[src/inc/arb_pkg.sv]
/*
 * Shared constants for the external bus arbitration block.
 * Assumes a single 40 MHz system clock and a 32-bit Avalon-MM register port.
 */
package arb_pkg;
    localparam int CLK_HZ = 40_000_000;
    localparam int NUM_LINES = 6;
    localparam int IDX_W = 3;
    localparam int ADDR_W = 4;

    // Register byte offsets.
    localparam logic [3:0] OFS_CTRL = 4'h0;
    localparam logic [3:0] OFS_STATUS = 4'h4;

    // Control register fields.
    localparam int CTRL_BUS_WANT = 0;
    localparam int CTRL_BG_DMA = 1;
    localparam int CTRL_DMA_ONE_EN = 2;
    localparam int CTRL_DMA_TWO_EN = 3;
    localparam int CTRL_PRIO_REQ = 4;
    localparam int CTRL_W = 5;
    localparam logic [4:0] CTRL_RESET = 5'h00;

    // Status register fields.
    localparam int ST_MASTER = 0;
    localparam int ST_HOST_OWNS = 1;
    localparam int ST_DMA_SUSP = 2;
    localparam int ST_NUM_LO = 3;
    localparam int ST_REQ_LO = 6;
    localparam int ST_GNT_ONE = 12;
    localparam int ST_GNT_TWO = 13;
    localparam int ST_MIDX_LO = 14;
    localparam int ST_MVALID = 17;

    // Processor number codes that leave the device without a request line.
    localparam logic [2:0] NUM_SINGLE = 3'h0;
    localparam logic [2:0] NUM_INVALID = 3'h7;

    typedef enum logic [1:0] {
        HOST_IDLE,
        HOST_RELEASE,
        HOST_GRANTED
    } host_state_e;
endpackage

[src/inc/arb_sel_if.sv]
/*
 * Carrier between the arbiter core and its priority selector.
 * Assumes both ends share the system clock; the path is combinational.
 */
`timescale 1ns/100ps
interface arb_sel_if #(
    parameter int N = 6
);
    logic [N-1:0] req;
    logic rotate;
    logic [2:0] last_idx;
    logic last_valid;
    logic [2:0] win_idx;
    logic win_valid;

    modport arbiter (
        output req,
        output rotate,
        output last_idx,
        output last_valid,
        input win_idx,
        input win_valid
    );
    modport selector (
        input req,
        input rotate,
        input last_idx,
        input last_valid,
        output win_idx,
        output win_valid
    );
endinterface

[src/logic/bus_arbiter.sv]
/*
 * External bus ownership and arbitration for one processor on a shared bus.
 * Assumes all pins are synchronous to clk_sys_i; open-drain and three-state
 * pins are resolved outside from the value and enable pairs.
 */
`timescale 1ns/100ps
module bus_arbiter #(
    parameter int N = arb_pkg::NUM_LINES
) (
    // Clock and reset.
    input wire logic clk_sys_i,
    input wire logic resetn_i,
    // Avalon-MM register slave.
    input wire logic [arb_pkg::ADDR_W-1:0] avs_address_i,
    input wire logic avs_read_i,
    input wire logic avs_write_i,
    input wire logic [31:0] avs_writedata_i,
    input wire logic [3:0] avs_byteenable_i,
    output logic [31:0] avs_readdata_o,
    output logic avs_waitrequest_o,
    // Host handshake.
    input wire logic host_bus_request_n_i,
    input wire logic host_select_n_i,
    input wire logic host_bus_grant_n_i,
    output logic host_bus_grant_n_o,
    output logic host_bus_grant_oe_o,
    output logic host_wait_ready_o,
    output logic host_wait_ready_oe_o,
    // External DMA handshake.
    input wire logic ext_dma_request_one_n_i,
    input wire logic ext_dma_request_two_n_i,
    output logic ext_dma_grant_one_n_o,
    output logic ext_dma_grant_two_n_o,
    output logic ext_dma_grant_oe_o,
    // Multiprocessor arbitration.
    input wire logic [2:0] processor_number_pins_i,
    input wire logic [N-1:0] peer_bus_request_lines_n_i,
    output logic [N-1:0] peer_bus_request_lines_n_o,
    output logic [N-1:0] peer_bus_request_lines_oe_o,
    input wire logic rotating_priority_select_i,
    input wire logic priority_access_n_i,
    output logic priority_access_n_o,
    output logic priority_access_oe_o,
    // Bus drivers and clock output.
    output logic ext_bus_oe_o,
    output logic bus_master_clock_out_o,
    output logic bus_master_clock_oe_o
);
    arb_sel_if #(.N(N)) sel ();

    priority_select #(.N(N)) u_sel (
        .sel(sel)
    );

    // Configuration and register state.
    logic [2:0] num_ff;
    logic [arb_pkg::CTRL_W-1:0] ctrl_ff;
    logic [arb_pkg::CTRL_W-1:0] nxt_ctrl;
    logic [31:0] rdata_ff;
    logic [31:0] nxt_rdata;
    logic wait_ff;
    logic nxt_wait;

    // Arbitration state.
    logic [2:0] midx_ff;
    logic [2:0] nxt_midx;
    logic mvalid_ff;
    logic nxt_mvalid;
    logic master_ff;
    logic nxt_master;
    logic own_req_ff;
    logic nxt_own_req;
    logic [N-1:0] req_oe_ff;
    logic [N-1:0] nxt_req_oe;
    logic prio_oe_ff;
    logic nxt_prio_oe;

    // Host state.
    arb_pkg::host_state_e host_ff;
    arb_pkg::host_state_e nxt_host;
    logic hgrant_n_ff;
    logic nxt_hgrant_n;
    logic hgrant_oe_ff;
    logic nxt_hgrant_oe;
    logic wait_oe_ff;
    logic nxt_wait_oe;
    logic bus_oe_ff;
    logic nxt_bus_oe;
    logic clk_ff;
    logic nxt_clk;
    logic clk_oe_ff;
    logic nxt_clk_oe;

    // DMA state.
    logic gnt1_n_ff;
    logic nxt_gnt1_n;
    logic gnt2_n_ff;
    logic nxt_gnt2_n;
    logic done1_ff;
    logic nxt_done1;
    logic done2_ff;
    logic nxt_done2;
    logic dma_oe_ff;
    logic nxt_dma_oe;

    // Shared decode.
    logic single;
    logic [2:0] own_idx;
    logic host_req;
    logic host_owns;
    logic prio_seen;
    logic [N-1:0] req_vec;
    logic dma_ok;
    logic acc;

    always_comb begin
        single = (num_ff == arb_pkg::NUM_SINGLE) || (num_ff == arb_pkg::NUM_INVALID);
        own_idx = single ? 3'h0 : 3'(num_ff - 3'h1);
        host_req = !host_bus_request_n_i;
        host_owns = master_ff ? (host_ff == arb_pkg::HOST_GRANTED) : !host_bus_grant_n_i;
        prio_seen = !priority_access_n_i && !prio_oe_ff;
        req_vec = ~peer_bus_request_lines_n_i;
        if (!single) begin
            req_vec[own_idx] = own_req_ff;
        end
        dma_ok = master_ff && (host_ff == arb_pkg::HOST_IDLE) && !host_req && !prio_seen;
        acc = (avs_read_i || avs_write_i) && wait_ff;
    end

    assign sel.req = req_vec;
    assign sel.rotate = rotating_priority_select_i;
    assign sel.last_idx = midx_ff;
    assign sel.last_valid = mvalid_ff;

    // Register slave: one wait cycle, then the access completes.
    always_comb begin
        nxt_ctrl = ctrl_ff;
        nxt_rdata = rdata_ff;
        nxt_wait = !acc;
        if (acc && avs_read_i) begin
            nxt_rdata = 32'h0;
            case (avs_address_i)
                arb_pkg::OFS_CTRL: begin
                    nxt_rdata[arb_pkg::CTRL_W-1:0] = ctrl_ff;
                end
                arb_pkg::OFS_STATUS: begin
                    nxt_rdata[arb_pkg::ST_MASTER] = master_ff;
                    nxt_rdata[arb_pkg::ST_HOST_OWNS] = host_owns;
                    nxt_rdata[arb_pkg::ST_DMA_SUSP] = master_ff && prio_seen && ctrl_ff[arb_pkg::CTRL_BG_DMA];
                    nxt_rdata[arb_pkg::ST_NUM_LO +: 3] = num_ff;
                    nxt_rdata[arb_pkg::ST_REQ_LO +: N] = req_vec;
                    nxt_rdata[arb_pkg::ST_GNT_ONE] = !gnt1_n_ff;
                    nxt_rdata[arb_pkg::ST_GNT_TWO] = !gnt2_n_ff;
                    nxt_rdata[arb_pkg::ST_MIDX_LO +: 3] = midx_ff;
                    nxt_rdata[arb_pkg::ST_MVALID] = mvalid_ff;
                end
                default: begin
                    nxt_rdata = 32'h0;
                end
            endcase
        end
        if (avs_write_i && !wait_ff && avs_byteenable_i[0] && avs_address_i == arb_pkg::OFS_CTRL) begin
            nxt_ctrl = avs_writedata_i[arb_pkg::CTRL_W-1:0];
        end
    end

    always_ff @(posedge clk_sys_i) begin
        if (!resetn_i) begin
            num_ff <= processor_number_pins_i;
            ctrl_ff <= arb_pkg::CTRL_RESET;
            rdata_ff <= 32'h0;
            wait_ff <= 1'b1;
        end else begin
            ctrl_ff <= nxt_ctrl;
            rdata_ff <= nxt_rdata;
            wait_ff <= nxt_wait;
        end
    end

    // Arbitration: a host request or host ownership freezes the master choice.
    always_comb begin
        nxt_midx = midx_ff;
        nxt_mvalid = mvalid_ff;
        if (!(host_req || host_owns)) begin
            if (!(mvalid_ff && req_vec[midx_ff]) && sel.win_valid) begin
                nxt_midx = sel.win_idx;
                nxt_mvalid = 1'b1;
            end
        end
        nxt_master = single || (nxt_mvalid && nxt_midx == own_idx);
        nxt_own_req = ctrl_ff[arb_pkg::CTRL_BUS_WANT] ||
            (ctrl_ff[arb_pkg::CTRL_BG_DMA] && !(master_ff && prio_seen));
        nxt_req_oe = '0;
        if (!single && nxt_own_req) begin
            nxt_req_oe[own_idx] = 1'b1;
        end
        nxt_prio_oe = !nxt_master && ctrl_ff[arb_pkg::CTRL_PRIO_REQ] && ctrl_ff[arb_pkg::CTRL_BUS_WANT];
    end

    always_ff @(posedge clk_sys_i) begin
        if (!resetn_i) begin
            midx_ff <= 3'h0;
            mvalid_ff <= 1'b0;
            master_ff <= 1'b0;
            own_req_ff <= 1'b0;
            req_oe_ff <= '0;
            prio_oe_ff <= 1'b0;
        end else begin
            midx_ff <= nxt_midx;
            mvalid_ff <= nxt_mvalid;
            master_ff <= nxt_master;
            own_req_ff <= nxt_own_req;
            req_oe_ff <= nxt_req_oe;
            prio_oe_ff <= nxt_prio_oe;
        end
    end

    // Host handshake: release the bus one cycle before the grant goes low.
    always_comb begin
        nxt_host = host_ff;
        case (host_ff)
            arb_pkg::HOST_IDLE: begin
                if (host_req && master_ff) begin
                    nxt_host = arb_pkg::HOST_RELEASE;
                end
            end
            arb_pkg::HOST_RELEASE: begin
                nxt_host = host_req ? arb_pkg::HOST_GRANTED : arb_pkg::HOST_IDLE;
            end
            arb_pkg::HOST_GRANTED: begin
                if (!host_req) begin
                    nxt_host = arb_pkg::HOST_IDLE;
                end
            end
            default: begin
                nxt_host = arb_pkg::HOST_IDLE;
            end
        endcase
        nxt_hgrant_n = !(nxt_host == arb_pkg::HOST_GRANTED);
        nxt_hgrant_oe = nxt_master;
        nxt_wait_oe = !host_select_n_i && host_req;
        nxt_bus_oe = nxt_master && (nxt_host == arb_pkg::HOST_IDLE) && !host_req;
        nxt_clk = !clk_ff;
        nxt_clk_oe = nxt_master && (nxt_host != arb_pkg::HOST_GRANTED);
    end

    always_ff @(posedge clk_sys_i) begin
        if (!resetn_i) begin
            host_ff <= arb_pkg::HOST_IDLE;
            hgrant_n_ff <= 1'b1;
            hgrant_oe_ff <= 1'b0;
            wait_oe_ff <= 1'b0;
            bus_oe_ff <= 1'b0;
            clk_ff <= 1'b0;
            clk_oe_ff <= 1'b0;
        end else begin
            host_ff <= nxt_host;
            hgrant_n_ff <= nxt_hgrant_n;
            hgrant_oe_ff <= nxt_hgrant_oe;
            wait_oe_ff <= nxt_wait_oe;
            bus_oe_ff <= nxt_bus_oe;
            clk_ff <= nxt_clk;
            clk_oe_ff <= nxt_clk_oe;
        end
    end

    // External DMA: one grant pulse per request, re-armed when the request drops.
    always_comb begin
        nxt_gnt1_n = 1'b1;
        nxt_gnt2_n = 1'b1;
        nxt_done1 = done1_ff && !ext_dma_request_one_n_i;
        nxt_done2 = done2_ff && !ext_dma_request_two_n_i;
        if (dma_ok && ctrl_ff[arb_pkg::CTRL_DMA_ONE_EN] && !ext_dma_request_one_n_i && !done1_ff) begin
            nxt_gnt1_n = 1'b0;
            nxt_done1 = 1'b1;
        end else if (dma_ok && ctrl_ff[arb_pkg::CTRL_DMA_TWO_EN] && !ext_dma_request_two_n_i && !done2_ff) begin
            nxt_gnt2_n = 1'b0;
            nxt_done2 = 1'b1;
        end
        nxt_dma_oe = nxt_master;
    end

    always_ff @(posedge clk_sys_i) begin
        if (!resetn_i) begin
            gnt1_n_ff <= 1'b1;
            gnt2_n_ff <= 1'b1;
            done1_ff <= 1'b0;
            done2_ff <= 1'b0;
            dma_oe_ff <= 1'b0;
        end else begin
            gnt1_n_ff <= nxt_gnt1_n;
            gnt2_n_ff <= nxt_gnt2_n;
            done1_ff <= nxt_done1;
            done2_ff <= nxt_done2;
            dma_oe_ff <= nxt_dma_oe;
        end
    end

    // Open-drain style pins only ever pull low; the enable carries the level.
    assign avs_readdata_o = rdata_ff;
    assign avs_waitrequest_o = wait_ff;
    assign host_bus_grant_n_o = hgrant_n_ff;
    assign host_bus_grant_oe_o = hgrant_oe_ff;
    assign host_wait_ready_o = 1'b0;
    assign host_wait_ready_oe_o = wait_oe_ff;
    assign ext_dma_grant_one_n_o = gnt1_n_ff;
    assign ext_dma_grant_two_n_o = gnt2_n_ff;
    assign ext_dma_grant_oe_o = dma_oe_ff;
    assign peer_bus_request_lines_n_o = '0;
    assign peer_bus_request_lines_oe_o = req_oe_ff;
    assign priority_access_n_o = 1'b0;
    assign priority_access_oe_o = prio_oe_ff;
    assign ext_bus_oe_o = bus_oe_ff;
    assign bus_master_clock_out_o = clk_ff;
    assign bus_master_clock_oe_o = clk_oe_ff;
endmodule

[src/logic/priority_select.sv]
/*
 * Priority selector: picks the winning bus request line.
 * Assumes the request vector is already sampled and stable for the cycle.
 */
`timescale 1ns/100ps
module priority_select #(
    parameter int N = 6
) (
    // Selection carrier.
    arb_sel_if.selector sel
);
    function automatic logic [2:0] first_from(input logic [N-1:0] r, input logic [2:0] start);
        logic [2:0] pos;
        logic [2:0] found;
        logic hit;
        found = 3'h0;
        hit = 1'b0;
        pos = start;
        for (int i = 0; i < N; i++) begin
            if (!hit && r[pos]) begin
                found = pos;
                hit = 1'b1;
            end
            pos = (pos == 3'(N - 1)) ? 3'h0 : 3'(pos + 3'h1);
        end
        return found;
    endfunction

    logic [2:0] start;

    always_comb begin
        start = 3'h0;
        if (sel.rotate && sel.last_valid) begin
            start = (sel.last_idx == 3'(N - 1)) ? 3'h0 : 3'(sel.last_idx + 3'h1);
        end
    end

    assign sel.win_idx = first_from(sel.req, start);
    assign sel.win_valid = |sel.req;
endmodule

[config.mk]
export PLATFORM = sky130hd
export DESIGN_NAME = bus_arbiter
export DESIGN_NICKNAME = d
export VERILOG_FILES = /design/src/inc/arb_pkg.sv /design/src/inc/arb_sel_if.sv /design/src/logic/bus_arbiter.sv /design/src/logic/priority_select.sv
export SDC_FILE = /design/constraint.sdc
export NUM_CORES = 1
export LEC_CHECK = 0
export ABC_CLOCK_PERIOD_IN_PS = 4700
export BUFFER_PORTS_ARGS = -buffer_cell sky130_fd_sc_hd__buf_2
export CORE_MARGIN = 3
export CORE_UTILIZATION = 30
export CTS_CLUSTER_SIZE = 25
export DETAILED_ROUTE_END_ITERATION = 8
export GPL_TIMING_DRIVEN = 0
export REMOVE_ABC_BUFFERS = 1
export SLEW_MARGIN = 20
export SYNTH_ARGS = -nofsm -noshare
export SYNTH_HDL_FRONTEND = slang
export SYNTH_SLANG_ARGS = --single-unit
[constraint.sdc]
create_clock -name clk_sys_i -period 4.7 [get_ports clk_sys_i]
set_input_delay 1.175 -clock clk_sys_i [delete_from_list [all_inputs] [get_ports clk_sys_i]]
set_output_delay 1.175 -clock clk_sys_i [all_outputs]
set_load 0.02 [all_outputs]
==> summary.txt <==
Run status
  • Status: finished, final reports clean

Final layout
  • Fill cells: 1116
  • Layout area overhead: 15.2%
  • Cell area after layout: 3880 sq um
  • Layout cells sized above 1: 0.253
  • Antenna fix cells: 0
  • Nets: 534

Route
  • ANT nets after route: 0
  • Via count: 3181
  • DRT Pass-1 Iters: 5
  • Wirelength, routed: 9230 microns
  • DR WL/cell: 15.1 microns
  • DR vias/cell: 5.21
  • Iteration-0 DRC Markers: 204
  • Drc violations: 0

Synth
  • Top cell type by total area after synthesis: dfxtp_1
  • Warnings, synthesis: 0
  • Synthesized flop and latch total: 51
  • Synth Flop Type: dfxtp_1
  • Mapped Cells: 408
  • Async set-or-reset flop fraction in the synthesized netlist: 0
  • Top cell type's share of synthesized area: 0.285
  • Sequential fraction of the synthesis area: 0.312
  • Post-Syn Area: 3370 sq um
  • Largest cells by area after synthesis: dfxtp_1, buf_4, nor2_1, nand2_1, nor3_1
  • Synth cell types: 81
  • Avg Cell Area, Syn: 8.26 sq um
  • Most instantiated cells after synthesis: dfxtp_1, nor2_1, nand2_1
  • EDFF count, synth: 3

Power
  • Tot Pwr: 1.14 mW
  • LEAKAGE: 1.56 nW
  • Worst IR Drop VDD: 0.232 mV
  • Pwr per Cell Area: 293 nW/um^2

Placement
  • RD Place Congestion: 0.881
  • Placed Area: 3640 sq um
  • IO Port Bufs: 64
  • DP HPWL: 6910 microns

Floorplan
  • I/O pin cnt: 117
  • Core Region: 10900 sq um
  • DIE HEIGHT: 112 microns
  • FP Rows: 38
  • Die area: 12500 sq um
  • Starting density of the core: 0.309
  • Die Wd: 112 microns

Timing
  • Min cycle time layout: 4.47 ns
  • Rel. slew slack: 0.266
  • RSZ-0062 raised after global routing: false
  • Max Clk Rate: 0.224 GHz
  • Max Slew Vio Count: 0
  • Final setup fails: 0
  • Final period utilization: 0.952
  • Slew @ Worst Pin: 1.09 ns
  • Worst Clk Skew: 0.00468 ns
  • Final hold vios: 0

Critical path
  • Crit Path Category: in2reg
  • Crit. End Element: register
  • Worst Reg-to-Reg Cells: 17
  • Crit path required time: 4.91 ns
  • CP max FO: 9
  • Crit path launch type: input pin
  • Worst path arrival time: 4.68 ns

GRT
  • Number of global-route vias before repair: 2953
  • Antenna violations before repair: 0
  • Largest net degree at the start of global routing: 30
  • First-pass GRT wire length: 14700 microns
  • Gr usage total: 0.142
  • Total gr overflow: 0

Clocking
  • Hold_buf cts: 0
  • Num Clock Sinks: 51
  • Root Driver: clkbuf_8
  • Htree depth: 2
  • CTS tree: built
  • CTS max path bufs: 2
  • Skew-Pair Late Insertion Delay: 0.31 ns
  • CTS Buf Count: 5
  • Clock-pin slew on the worst setup and hold paths: 0.09 ns

Min path
  • Hold Path Depth: 1
  • Worst min-delay path class: reg2reg

Flow run
  • Maxcap violations: 0
per-stage QoR:
stage | setup WS [ns] | util | cells | hold slack, ns | TNS [ns]
6_report | 0.226 | 0.356 | 610 | 0.413 | 0
5_1_grt | 0.0446 | 0.356 | 610 | 0.462 | 0
4_1_cts | 0.0445 | 0.348 | 599 | 0.417 | 0
2_1_floorplan | -0.268 | - | 384 | 0.411 | -0.687
3_5_place_dp | -1.14 | 0.335 | 588 | 0.400 | -5.94
3_3_place_gp | -1.22 | 0.335 | 588 | 0.395 | -6.43
sequential cells by signal, summed over array words and instances (netlist names), 2 cells and up:
signal                       count
num_ff                           3
peer_bus_request_lines_oe_o      6
avs_readdata_o                  18
ctrl_ff                          5
host_ff                          2
midx_ff                          3
power by group:
| part | leakage, nW | switching [mW] | total [mW] | internal (mW) |
|---|---|---|---|---|
| registers | 0.419 | 0.0245 | 0.476 | 0.451 |
| logic | 1.09 | 0.231 | 0.384 | 0.152 |
| clock network | 0.0506 | 0.142 | 0.280 | 0.138 |
| total | 1.56 | 0.398 | 1.14 | 0.741 |
critical path: stages:
cell and delay [ns]:
buf_2 0.13, nand3b_1 0.12, or2_4 0.28, ha_4 0.32
nand3b_1 0.12, a31oi_1 0.10, nor2_2 0.12, inv_1 0.05
ha_1 0.32, and2_1 0.21, o311ai_4 0.39, a21oi_2 0.11
or3_1 0.31, and3_4 0.19, nor3_2 0.19, xnor2_1 0.16
a41oi_2 0.14, and4_1 0.22
logic make-up (layout without fill, tap and decap cells):
kind of cell    after synthesis  count (layout)  synth area share
flops                        51              51             0.312
buf+inv                      60             101             0.105
simple gates                177             177             0.281
mux                           7               7            0.0245
compound gates              101             101             0.242
fa+ha+maj                     5               5            0.0186
other cells                   1              22           0.00111
xor+xnor                      6               6            0.0156
path summary, 6_finish.rpt:
check	slack, ns	start	end
worst max-delay path	0.23	rotating_priority_select_i	priority_access_oe_o$_SDFF_PN0_
worst max register to register	0.48	midx_ff[0]$_SDFF_PN0_	priority_access_oe_o$_SDFF_PN0_
worst min-delay path	0.41	bus_master_clock_out_o$_SDFF_PN0_	bus_master_clock_out_o$_SDFF_PN0_
worst min register to register	0.41	bus_master_clock_out_o$_SDFF_PN0_	bus_master_clock_out_o$_SDFF_PN0_
final cells by class:
cell class              instances  area (sq um)  share of cell area
repair buffers                 78           425               0.110
clock buffers                   8           101              0.0261
flip-flops and latches         51          1050               0.271
well taps                     140           175              0.0451
multi-input cells             318          2070               0.533
inverters                      15          61.3              0.0158
routing by layer:
layer / routed length [microns] / part of all wire / up-vias / track usage
met5: 0 / 0 / - / 0
met4: 81 / 0.0088 / 0 / 0.0321
met2: 4510 / 0.49 / 125 / 0.248
li1: - / - / 1564 / -
met3: 683 / 0.074 / 7 / 0.0304
met1: 3950 / 0.43 / 1485 / 0.179
layout by cell type (no fill, tap or decap), types with 4 or more instances in the layout:
cell      instances
ha_1              4
a211o_1           4
o21ai_1           7
nor3_1           19
buf_2            64
a32oi_1           5
a21oi_1          16
nor2b_1           7
nand3_1          10
dfxtp_1          48
nor2_1           47
a221oi_1          5
or2_2             6
inv_1            12
nand2_1          33
o211ai_1          7
nand4_1           4
nand2b_1          6
and2_1            6
nand3b_1          6
buf_4            14
clkbuf_8          5
xnor2_1           6
conb_1           22
mux2i_1           6
o21ai_0          16
what timing repair did:
| item | 4_1_cts | 5_1_grt |
|---|---|---|
| gates resized for setup | 5 | 4 |
| pin swaps | 2 | 3 |
| setup buffers | 3 | 11 |
| hold endpoints to repair | 0 | 0 |
| endpoints found under the setup margin | 7 | 4 |
Power figures use the tool's default switching activity.
